### config.mk
export PLATFORM = sky130hd
export DESIGN_NAME = nvmem_access
export DESIGN_NICKNAME = d
export VERILOG_FILES = /design/src/rtl/nvmem_pkg.sv /design/src/rtl/nvmem_access.sv
export SDC_FILE = /design/constraint.sdc
export NUM_CORES = 1
export LEC_CHECK = 0
export BUFFER_PORTS_ARGS = -buffer_cell sky130_fd_sc_hd__buf_2
export CELL_PAD_IN_SITES_DETAIL_PLACEMENT = 0
export CELL_PAD_IN_SITES_GLOBAL_PLACEMENT = 1
export CORE_AREA = 5 5 284 286
export DETAILED_ROUTE_END_ITERATION = 16
export DIE_AREA = 0 0 289 291
export GPL_ROUTABILITY_DRIVEN = 0
export GPL_TIMING_DRIVEN = 1
export PLACE_DENSITY_LB_ADDON = 0.1
export SETUP_SLACK_MARGIN = 0.05
export SYNTH_ARGS = -nofsm -noshare
export SYNTH_HDL_FRONTEND = slang
export SYNTH_SLANG_ARGS = --single-unit
### constraint.sdc
create_clock -name ref_clk -period 3 [get_ports ref_clk]
set_clock_uncertainty 0.1 [all_clocks]
set_input_delay 0.3 -clock ref_clk [delete_from_list [all_inputs] [get_ports ref_clk]]
set_output_delay 0.3 -clock ref_clk [all_outputs]
set_load 0.02 [all_outputs]
### src/rtl/nvmem_pkg.sv
// Contract
// - Store holds sixty-four bytes of eight bits at addresses 0x00 to 0x3f.
// - Store is reached only through address, data and control registers, one byte each.
// - Address and data registers are read and written directly in bank 0.
// - Address register holds a readable, writable six-bit address in bits 5 to 0.
// - Address register bits 7 and 6 always read as zero.
// - Three registers; control has store/fetch permit and store/fetch start bits 3 to 0.
// - Fetch start acts only with fetch permit already set; cleared when byte is loaded.
// - Store start acts only with store permit set beforehand; cleared when write ends.
// - Data register keeps the fetched byte until the next read or write operation.
package nvmem_pkg;

    // ****************************************************************
    // Register map and fields.
    // ****************************************************************
    localparam logic [7:0] ADDR_OFFSET    = 8'h2c;
    localparam logic [7:0] DATA_OFFSET    = 8'h2d;
    localparam logic [7:0] CONTROL_OFFSET = 8'h40;
    localparam logic       CONTROL_BANK   = 1'b1;
    localparam int         STORE_PERMIT   = 3;
    localparam int         STORE_START    = 2;
    localparam int         FETCH_PERMIT   = 1;
    localparam int         FETCH_START    = 0;
    localparam logic [7:0] RESET_VALUE    = 8'h00;
    localparam int         DEPTH          = 64;
    localparam int         READ_CYCLES    = 4;
    localparam int         WRITE_CYCLES   = 1000;

    // ****************************************************************
    // Register access request from the core.
    // ****************************************************************
    typedef struct packed {
        logic       we;
        logic       re;
        logic       bank;
        logic [7:0] addr;
        logic [7:0] wdata;
    } nvmem_req_t;

    typedef enum logic [2:0] {
        NVMEM_IDLE  = 3'b001,
        NVMEM_READ  = 3'b010,
        NVMEM_WRITE = 3'b100
    } nvmem_state_t;

endpackage

### src/rtl/nvmem_access.sv
`timescale 1ns/1ns
module nvmem_access #(
    parameter int READ_CYCLES  = nvmem_pkg::READ_CYCLES,
    parameter int WRITE_CYCLES = nvmem_pkg::WRITE_CYCLES
) (
    // Clock and reset.
    input  wire logic                   ref_clk,
    input  wire logic                   rst,
    // Register access from the core.
    input  wire nvmem_pkg::nvmem_req_t  req,
    output logic [7:0]                  sfr_rdata
);

    logic [7:0]              mem [nvmem_pkg::DEPTH];
    logic [5:0]              nv_address;
    logic [7:0]              nv_data;
    logic                    store_permit;
    logic                    store_start;
    logic                    fetch_permit;
    logic                    fetch_start;
    nvmem_pkg::nvmem_state_t state;
    logic [19:0]             cnt;
    logic [5:0]              op_addr;
    logic [7:0]              op_data;
    logic [7:0]              read_word;
    logic                    hit_addr;
    logic                    hit_data;
    logic                    hit_ctrl;
    logic                    go_read;
    logic                    go_write;
    logic                    done;
    logic [7:0]              next_rdata;

    // ****************************************************************
    // Decode.
    // ****************************************************************

    // Address and data sit in the special area seen from any bank.
    function automatic logic hit(input logic [7:0] a, input logic [7:0] off);
        hit = (a == off);
    endfunction

    // Decode the three registers; control only answers in bank 1.
    assign hit_addr  = hit(req.addr, nvmem_pkg::ADDR_OFFSET);
    assign hit_data  = hit(req.addr, nvmem_pkg::DATA_OFFSET);
    assign hit_ctrl  = hit(req.addr, nvmem_pkg::CONTROL_OFFSET) && (req.bank == nvmem_pkg::CONTROL_BANK);
    // A start is taken only when its permit was already set before this write.
    assign go_read   = (state == nvmem_pkg::NVMEM_IDLE) && req.we && hit_ctrl &&
                       req.wdata[nvmem_pkg::FETCH_START] && fetch_permit;
    assign go_write  = (state == nvmem_pkg::NVMEM_IDLE) && req.we && hit_ctrl && !go_read &&
                       req.wdata[nvmem_pkg::STORE_START] && store_permit;
    assign done      = (state != nvmem_pkg::NVMEM_IDLE) && (cnt == 20'h00000);
    assign read_word = mem[op_addr];

    // ****************************************************************
    // Registers.
    // ****************************************************************

    // Address register, six bits wide.
    always_ff @(posedge ref_clk or posedge rst) begin
        if (rst) begin
            nv_address <= nvmem_pkg::RESET_VALUE[5:0];
        end else if (req.we && hit_addr) begin
            nv_address <= req.wdata[5:0];
        end
    end

    // Data register: software writes, or the fetched byte at read end.
    always_ff @(posedge ref_clk or posedge rst) begin
        if (rst) begin
            nv_data <= nvmem_pkg::RESET_VALUE;
        end else if (done && state == nvmem_pkg::NVMEM_READ) begin
            nv_data <= read_word;
        end else if (req.we && hit_data) begin
            nv_data <= req.wdata;
        end
    end

    // Permit bits are plain read-write bits.
    always_ff @(posedge ref_clk or posedge rst) begin
        if (rst) begin
            store_permit <= 1'b0;
            fetch_permit <= 1'b0;
        end else if (req.we && hit_ctrl) begin
            store_permit <= req.wdata[nvmem_pkg::STORE_PERMIT];
            fetch_permit <= req.wdata[nvmem_pkg::FETCH_PERMIT];
        end
    end

    // Start bits rise on an accepted start and fall when the cycle ends.
    always_ff @(posedge ref_clk or posedge rst) begin
        if (rst) begin
            fetch_start <= 1'b0;
            store_start <= 1'b0;
        end else if (done) begin
            fetch_start <= 1'b0;
            store_start <= 1'b0;
        end else begin
            fetch_start <= fetch_start | go_read;
            store_start <= store_start | go_write;
        end
    end

    // ****************************************************************
    // Cycle sequencer.
    // ****************************************************************

    // Latch address and data at the start, so later writes do not disturb the cycle.
    always_ff @(posedge ref_clk or posedge rst) begin
        if (rst) begin
            state   <= nvmem_pkg::NVMEM_IDLE;
            cnt     <= 20'h00000;
            op_addr <= 6'h00;
            op_data <= 8'h00;
        end else begin
            case (state)
                nvmem_pkg::NVMEM_IDLE: begin
                    op_addr <= nv_address;
                    op_data <= nv_data;
                    if (go_read) begin
                        state <= nvmem_pkg::NVMEM_READ;
                        cnt   <= 20'(READ_CYCLES - 1);
                    end else if (go_write) begin
                        state <= nvmem_pkg::NVMEM_WRITE;
                        cnt   <= 20'(WRITE_CYCLES - 1);
                    end
                end
                nvmem_pkg::NVMEM_READ, nvmem_pkg::NVMEM_WRITE: begin
                    if (done) begin
                        state <= nvmem_pkg::NVMEM_IDLE;
                    end else begin
                        cnt <= cnt - 20'h00001;
                    end
                end
                default: begin
                    state <= nvmem_pkg::NVMEM_IDLE;
                end
            endcase
        end
    end

    // The byte array is written once, at the end of a write cycle; it holds no reset.
    always_ff @(posedge ref_clk) begin
        if (done && state == nvmem_pkg::NVMEM_WRITE) begin
            mem[op_addr] <= op_data;
        end
    end

    // ****************************************************************
    // Read data.
    // ****************************************************************

    // Unused and unmapped bits read as zero.
    always_comb begin
        next_rdata = 8'h00;
        if (hit_addr) begin
            next_rdata = {2'b00, nv_address};
        end else if (hit_data) begin
            next_rdata = nv_data;
        end else if (hit_ctrl) begin
            next_rdata = {4'h0, store_permit, store_start, fetch_permit, fetch_start};
        end
    end

    // Read answer is registered, one cycle after the request.
    always_ff @(posedge ref_clk or posedge rst) begin
        if (rst) begin
            sfr_rdata <= 8'h00;
        end else if (req.re) begin
            sfr_rdata <= next_rdata;
        end
    end
endmodule // nvmem_access

==> flow_summary.toml, run 1 <==
[cells_and_area]
stdcell_area_mm2 = 0.0284
seq_area_mm2 = 0.0170
multi_input_area_mm2 = 0.00589
synthToLayoutAreaGrowth_pct = 22.7
layout-drive-gt1-share_pct = 28.5
layout_common_cells = "512 x edfxtp_1, 161 x buf_4, 112 x nor2_1"
nets = 1669
final_common_cell = "edfxtp_1"
fillers = 7511

[place]
io_buffers = 28
dpl.hpwl_um = 51200
dp_slack_ns = -0.186
placedInstanceArea_mm2 = 0.0259

[job]
cap_violations = 0

[pwr]
p_sw_mw = 3.95
switching_share_pct = 22.1
clkPwrFrac_pct = 45.4
vdd_drop_max_mv = 0.370
total_power_mw = 17.8
pwr-share-comb_pct = 4.8
p_leak_nw = 9.56
power_frac_seq_pct = 49.8
cellInternalPower_mw = 13.9
power_density_mw_per_mm2 = 629

[grt]
grt_start_max_net_pins = 66
grt_pass1_vias = 14323
grtUsageMet3_pct = 4.10
grt_pass1_wl_um = 110000
grtUsageMet1_pct = 26.4
busiest_layer = "met2"
grt_antenna_before_repair = 3
grt-ovfl-total = 0
grtUsageMet2_pct = 28.1
grt.total_usage_pct = 18.3

[setup_path]
path_class = "flop to flop"
cp-end-kind = "flop"
cp_max_fo = 20
crit_start = "op_addr[1]"
start_kind = "flop"
r2r-start = "op_addr[1]"
cp.arrival_ns = 3.25
critPathRequiredTime_ns = 3.36

[timing]
hold_viol_final = 0
slew_viol_final = 0
max-slew-margin-rel_pct = 34.9
tns_ns = 0
grt_setup_unrepaired = "true"
fin_crit_sh_pct = 96.4
worst_slack_ns = 0.108
hold_ws_ns = 0.139
finalSetupViolations = 0
period_needed_ns = 2.89
fmax_mhz = 346
tightest_slew_ns = 0.977

[synth]
synth_top_area_share_pct = 66.5
synth_warnings = 0
synth-seq-cells = 575
avgSynthCellArea_um2 = 16.2
synth_area_mm2 = 0.0231
synth_top_flop_cell = "edfxtp_1"
synth.distinct_cells = 76
syn-num-nets = 1452
ys_seq_area_share_pct = 73.3
synthCells = 1430
synth_top_cell_by_area = "edfxtp_1"
synth_area_leaders = "edfxtp_1 66%, dfrtp_1 6.7%, mux2_2 3.3%, mux4_2 3.1%, mux2i_1 2.4%"
synth_edf_count = 512
synthArstFlopShare_pct = 11.0

[clock_tree]
ctsRootBufferMaster = "clkbuf_16"
cts_made_buffers = 68
clock_path_buffers = 3
clkSinkCount = 575
clk_latency_ns = 0.60
cts.clk_slew.worst_paths_ns = 0.06
cts.htree.levels = 3
cts_tree = "yes"

[floorplan]
ios = 29
die-area_mm2 = 0.0841
die_w_um = 289
die_height_um = 291
initial_utilization_pct = 29.6
rows = 103
coreArea_mm2 = 0.0781

[routing]
vias = 14013
ant_nets = 0
drc_errors = 0
via_per_inst = 5.09
drtIter0Drc = 1258
wire_per_inst_um = 28.2
drt-pass1-iter-count = 5
routed_wl_um = 77700

[min_path]
hold_path_class = "primary input to flop"
min_from = "req[6]"

[run_status]
status = "completed"
[per-layer routing]
| metal | up-vias | part of all wire [%] |
|---|---|---|
| li1 | 6151 | - |
| met1 | 7340 | 46 |
| met2 | 410 | 46 |
| met3 | 110 | 6.1 |
| met4 | 2 | 2.5 |
| met5 | - | 0.021 |
[sequential cells by signal, indices dropped and copies added (netlist names), 3 cells and up]
name / count
op_addr: 6
cnt: 20
nv_address: 6
mem: 512
state: 3
op_data: 8
sfr_rdata: 8
nv_data: 8
[power groups by stage]
stage	Sequential (mW)	Clock, mW	Combinational (mW)
after floorplan	9.01	0	0.397
after global placement	9.05	0	0.855
after detailed placement	9.06	0	0.849
after CTS	8.89	8.33	0.865
after global routing	8.89	8.64	0.909
final	8.89	8.09	0.853
[critical path, cell delays in order (launching register included)]
cell and delay (ns):
dfrtp_4 0.45, buf_4 0.25, buf_4 0.35, mux2_2 0.41, a222oi_1 0.25, o21ai_0 0.24
a211oi_2 0.54, a21oi_1 0.12
[Yosys cell counts, types with 6 or more instances]
| cell | number |
|---|---|
| o21a_1 | 7 |
| edfxtp_1 | 512 |
| o22ai_1 | 19 |
| o2bb2ai_1 | 8 |
| a22o_1 | 16 |
| mux2_2 | 68 |
| o21ai_1 | 6 |
| and3_1 | 10 |
| mux2i_1 | 56 |
| nand3_1 | 17 |
| a31oi_1 | 12 |
| a21oi_1 | 42 |
| nand2b_1 | 8 |
| nor2_1 | 124 |
| mux4_2 | 32 |
| o21ai_0 | 44 |
| buf_2 | 26 |
| xnor2_1 | 6 |
| buf_4 | 7 |
| nor3_1 | 12 |
| buf_1 | 7 |
| a221oi_1 | 49 |
| dfrtp_1 | 62 |
| and2_1 | 8 |
| inv_1 | 10 |
| a211oi_1 | 15 |
| clkbuf_1 | 46 |
| a22oi_1 | 40 |
| nor2b_1 | 9 |
| nand2_1 | 60 |
[logic make-up (layout without fill, tap and decap cells)]
| kind of cell | after synthesis | count (layout) | share of synthesized area [%] |
|---|---|---|---|
| flops | 575 | 575 | 73.3 |
| compound gates | 301 | 301 | 9.43 |
| simple gates | 292 | 292 | 6.25 |
| mux | 156 | 156 | 8.85 |
| buf+inv | 97 | 368 | 1.83 |
| xor+xnor | 8 | 8 | 0.303 |
| fa+ha+maj | 1 | 1 | 0.0541 |
| other cells | 0 | 2 | 0 |
[what timing repair did]
action,4_1_cts,5_1_grt
setup endpoints to repair,427,396
pin swaps,2,3
hold buffers,8,0
buffers inserted,0,2
endpoints found under the hold margin,37,0
gates resized for setup,16,34
[area by class of cell]
type                       instances  share of cell area (%)
antenna                            2                  0.0176
clock buffer                      89                    6.42
clock inverter                    35                    1.24
inverter                          11                   0.146
multi-input combinational        758                    20.8
sequential                       575                    59.8
tap                             1050                    4.63
timing repair buffer             233                    6.96
[worst paths after layout]
| kind | to | slack (ns) | cells past startpoint |
|---|---|---|---|
| max | nv_data[5] | 0.11 | 7 |
| min | nv_data[6] | 0.14 | 4 |
| max reg2reg | nv_data[5] | 0.11 | 7 |
| min reg2reg | store_start | 0.40 | 1 |
| max in group asynchronous | op_addr[1] | 1.80 | 4 |
| min in group asynchronous | cnt[17] | 0.17 | 3 |
[per-stage QoR]
| stage | std cells | utilization [%] |
|---|---|---|
| finish | 2753 | 36.3 |
| global placement | 2617 | 33.2 |
| CTS | 2749 | 36.2 |
| floorplan | 1430 | - |
| global route | 2751 | 36.3 |
| detailed placement | 2617 | 33.2 |
Note: power is estimated with default switching activity, not from simulation.
==> run 2, diff against run 1 <==
--- a/config.mk
+++ b/config.mk
@@ -8,12 +8,12 @@
 export BUFFER_PORTS_ARGS = -buffer_cell sky130_fd_sc_hd__buf_2
 export CELL_PAD_IN_SITES_DETAIL_PLACEMENT = 0
 export CELL_PAD_IN_SITES_GLOBAL_PLACEMENT = 1
-export CORE_AREA = 5 5 284 286
+export CORE_AREA = 5 5 213 215
 export DETAILED_ROUTE_END_ITERATION = 16
-export DIE_AREA = 0 0 289 291
+export DIE_AREA = 0 0 218 220
 export GPL_ROUTABILITY_DRIVEN = 0
 export GPL_TIMING_DRIVEN = 1
-export PLACE_DENSITY_LB_ADDON = 0.1
+export PLACE_DENSITY = 0.86
 export SETUP_SLACK_MARGIN = 0.05
 export SYNTH_ARGS = -nofsm -noshare
 export SYNTH_HDL_FRONTEND = slang
==> run 2 against run 1 <==
Maximum frequency is 0.17% higher. Global-route usage rose by 8.0 points. Register-to-register slack barely moved. Critical path type unchanged. Largest power group unchanged. Highest routed layer is now met4.
==> flow_summary.toml, run 2 (synthesis gave the netlist of run 1 again) <==
[cells_and_area]
fillers = 3112
antennaDiodeCount = 0
seq_area_mm2 = 0.0170
nets = 1631
multi_input_area_mm2 = 0.00578
final_common_cell = "edfxtp_1"
largest_reg_flops = 512
layout-drive-gt1-share_pct = 25.0
top_regs = "mem (512), cnt (20)"
top_register = "mem"
layout_common_cells = "512 x edfxtp_1, 166 x buf_4, 123 x nor2_1"
synthToLayoutAreaGrowth_pct = 16.4

[clock_tree]
clkSinkCount = 575
cts.clk_slew.worst_paths_ns = 0.07
cts_made_buffers = 55
cts_setup_buffers = 0
clk_latency_ns = 0.60
cts.htree.levels = 2
cts_tree = "yes"
ctsRootBufferMaster = "clkbuf_16"
clock_path_buffers = 3

[routing]
dr.max_layer_used = "met4"
via_per_inst = 6.44
wl_met1_um = 23200
drc_errors = 0
routed_wl_um = 62800
wire_per_inst_um = 28.0
vias = 14440
dr_wl_met3_um = 7300
dr_wl_met2_um = 29300
drtIter0Drc = 1966
drt-pass1-iter-count = 8
ant_nets = 0

[setup_path]
r2r_cells = 7
slowest_stage = "nor2b_1"
crit_family = "simple AND/OR/NAND/NOR gates"
crit_buf_inv = 1
r2r_slack_ns = 0.11
max_stage_delay_ns = 0.92
path_class = "flop to flop"
worst_path_most_repeated_cell = "a21oi_1"
crit_chain = "nor2b_1 -> buf_4 -> a22o_1 -> a22oi_1 -> a21oi_1 -> a2111oi_2 -> a21oi_1"
cp-end-kind = "flop"
cp_max_fo = 16
worstSetupPathDepth = 7
critPathRequiredTime_ns = 3.43
start_kind = "flop"
cp.arrival_ns = 3.31

[grt]
grt_antenna_before_repair = 0
grt_start_max_net_pins = 66
grt-ovfl-total = 0
grt_pass1_vias = 14414
grt.total_usage_pct = 26.3
grt_pass1_wl_um = 94000

[min_path]
hold_path_class = "primary input to flop"
hold_path_depth = 4

[timing]
fin_crit_sh_pct = 96.2
slew_viol_final = 0
finalSetupViolations = 0
hold_viol_final = 0
tns_ns = 0
hold_ws_ns = 0.0639
tightest_slew_ns = 1.24
max-slew-margin-rel_pct = 16.9
grt_setup_unrepaired = "false"
fmax_mhz = 346
period_needed_ns = 2.89

[pwr]
power_density_mw_per_mm2 = 618
vdd_drop_max_mv = 0.390
p_leak_nw = 9.16

[place]
io_buffers = 28
dpl.hpwl_um = 40600

[run_status]
status = "completed"

[floorplan]
ios = 29
initial_utilization_pct = 53.1
coreArea_mm2 = 0.0435
rows = 77
die_height_um = 220
die_w_um = 218
die-area_mm2 = 0.0480

[job]
cap_violations = 0
[run 2: cell count changes in the layout (fill, tap and decap cells not counted), moves of 5 or more]
cell,before,now
buf_12,16,6
buf_6,20,0
clkbuf_16,69,57
clkbuf_1,18,10
buf_4,161,166
nor2_2,11,1
nor2_1,112,123
clkinv_2,12,5
[run 2: worst reg2reg max path, cell delays in order, from the launching register on]
cell and delay [ns]:
dfrtp_4 0.62, nor2b_1 0.93, buf_4 0.32, a22o_1 0.15, a22oi_1 0.09, a21oi_1 0.32, a2111oi_2 0.11, a21oi_1 0.16
[run 2: worst paths after layout]
kind | from | to
setup / recovery | op_addr[1] | nv_data[6]
hold / removal | req[7] | nv_data[7]
setup reg to reg | op_addr[1] | nv_data[6]
hold reg to reg | cnt[15] | cnt[15]
max in group asynchronous | rst | op_addr[2]
min in group asynchronous | rst | sfr_rdata[1]
[run 2: timing repair]
item / 4_1_cts / 5_1_grt
hold buffers: 8 / 0
setup endpoints to repair: 0 / 53
resized for setup: 0 / 5
hold endpoints to repair: 50 / 0
[run 2: power by group]
group	internal [mW]	total (mW)	switching (mW)	leakage [nW]
clock network	4.07	7.00	2.93	0.877
logic	0.281	0.806	0.526	2.70
registers	8.76	8.84	0.0824	5.58
total	13.1	16.7	3.54	9.16
[run 2: layout make-up]
type	count	share of cell area [%]
inverter	11	0.153
sequential	575	63.0
clock buffer	67	5.44
timing repair buffer	208	5.89
tap	592	2.75
clock inverter	32	1.28
multi-input combinational	758	21.5
[run 2: metrics by stage]
step           instances  instance area (um2)  power [mW]  setup slack [ns]  utilization [%]
2_1_floorplan       1430                23100        9.41             0.422                -
3_3_place_gp        2136                25000        9.77             0.137             57.5
3_5_place_dp        2136                25000        9.79            0.0913             57.5
4_1_cts             2243                26900        16.7            0.0685             61.8
5_1_grt             2243                26900        17.1            0.0610             61.8
6_report            2243                26900        16.7             0.113             61.8
[run 2: metal layers]
metal / vias up / track usage, %
met2: 945 / 41.4
met3: 191 / 6.15
met1: 7239 / 35.5
met5: - / 0
met4: 0 / 11.8
li1: 6065 / -
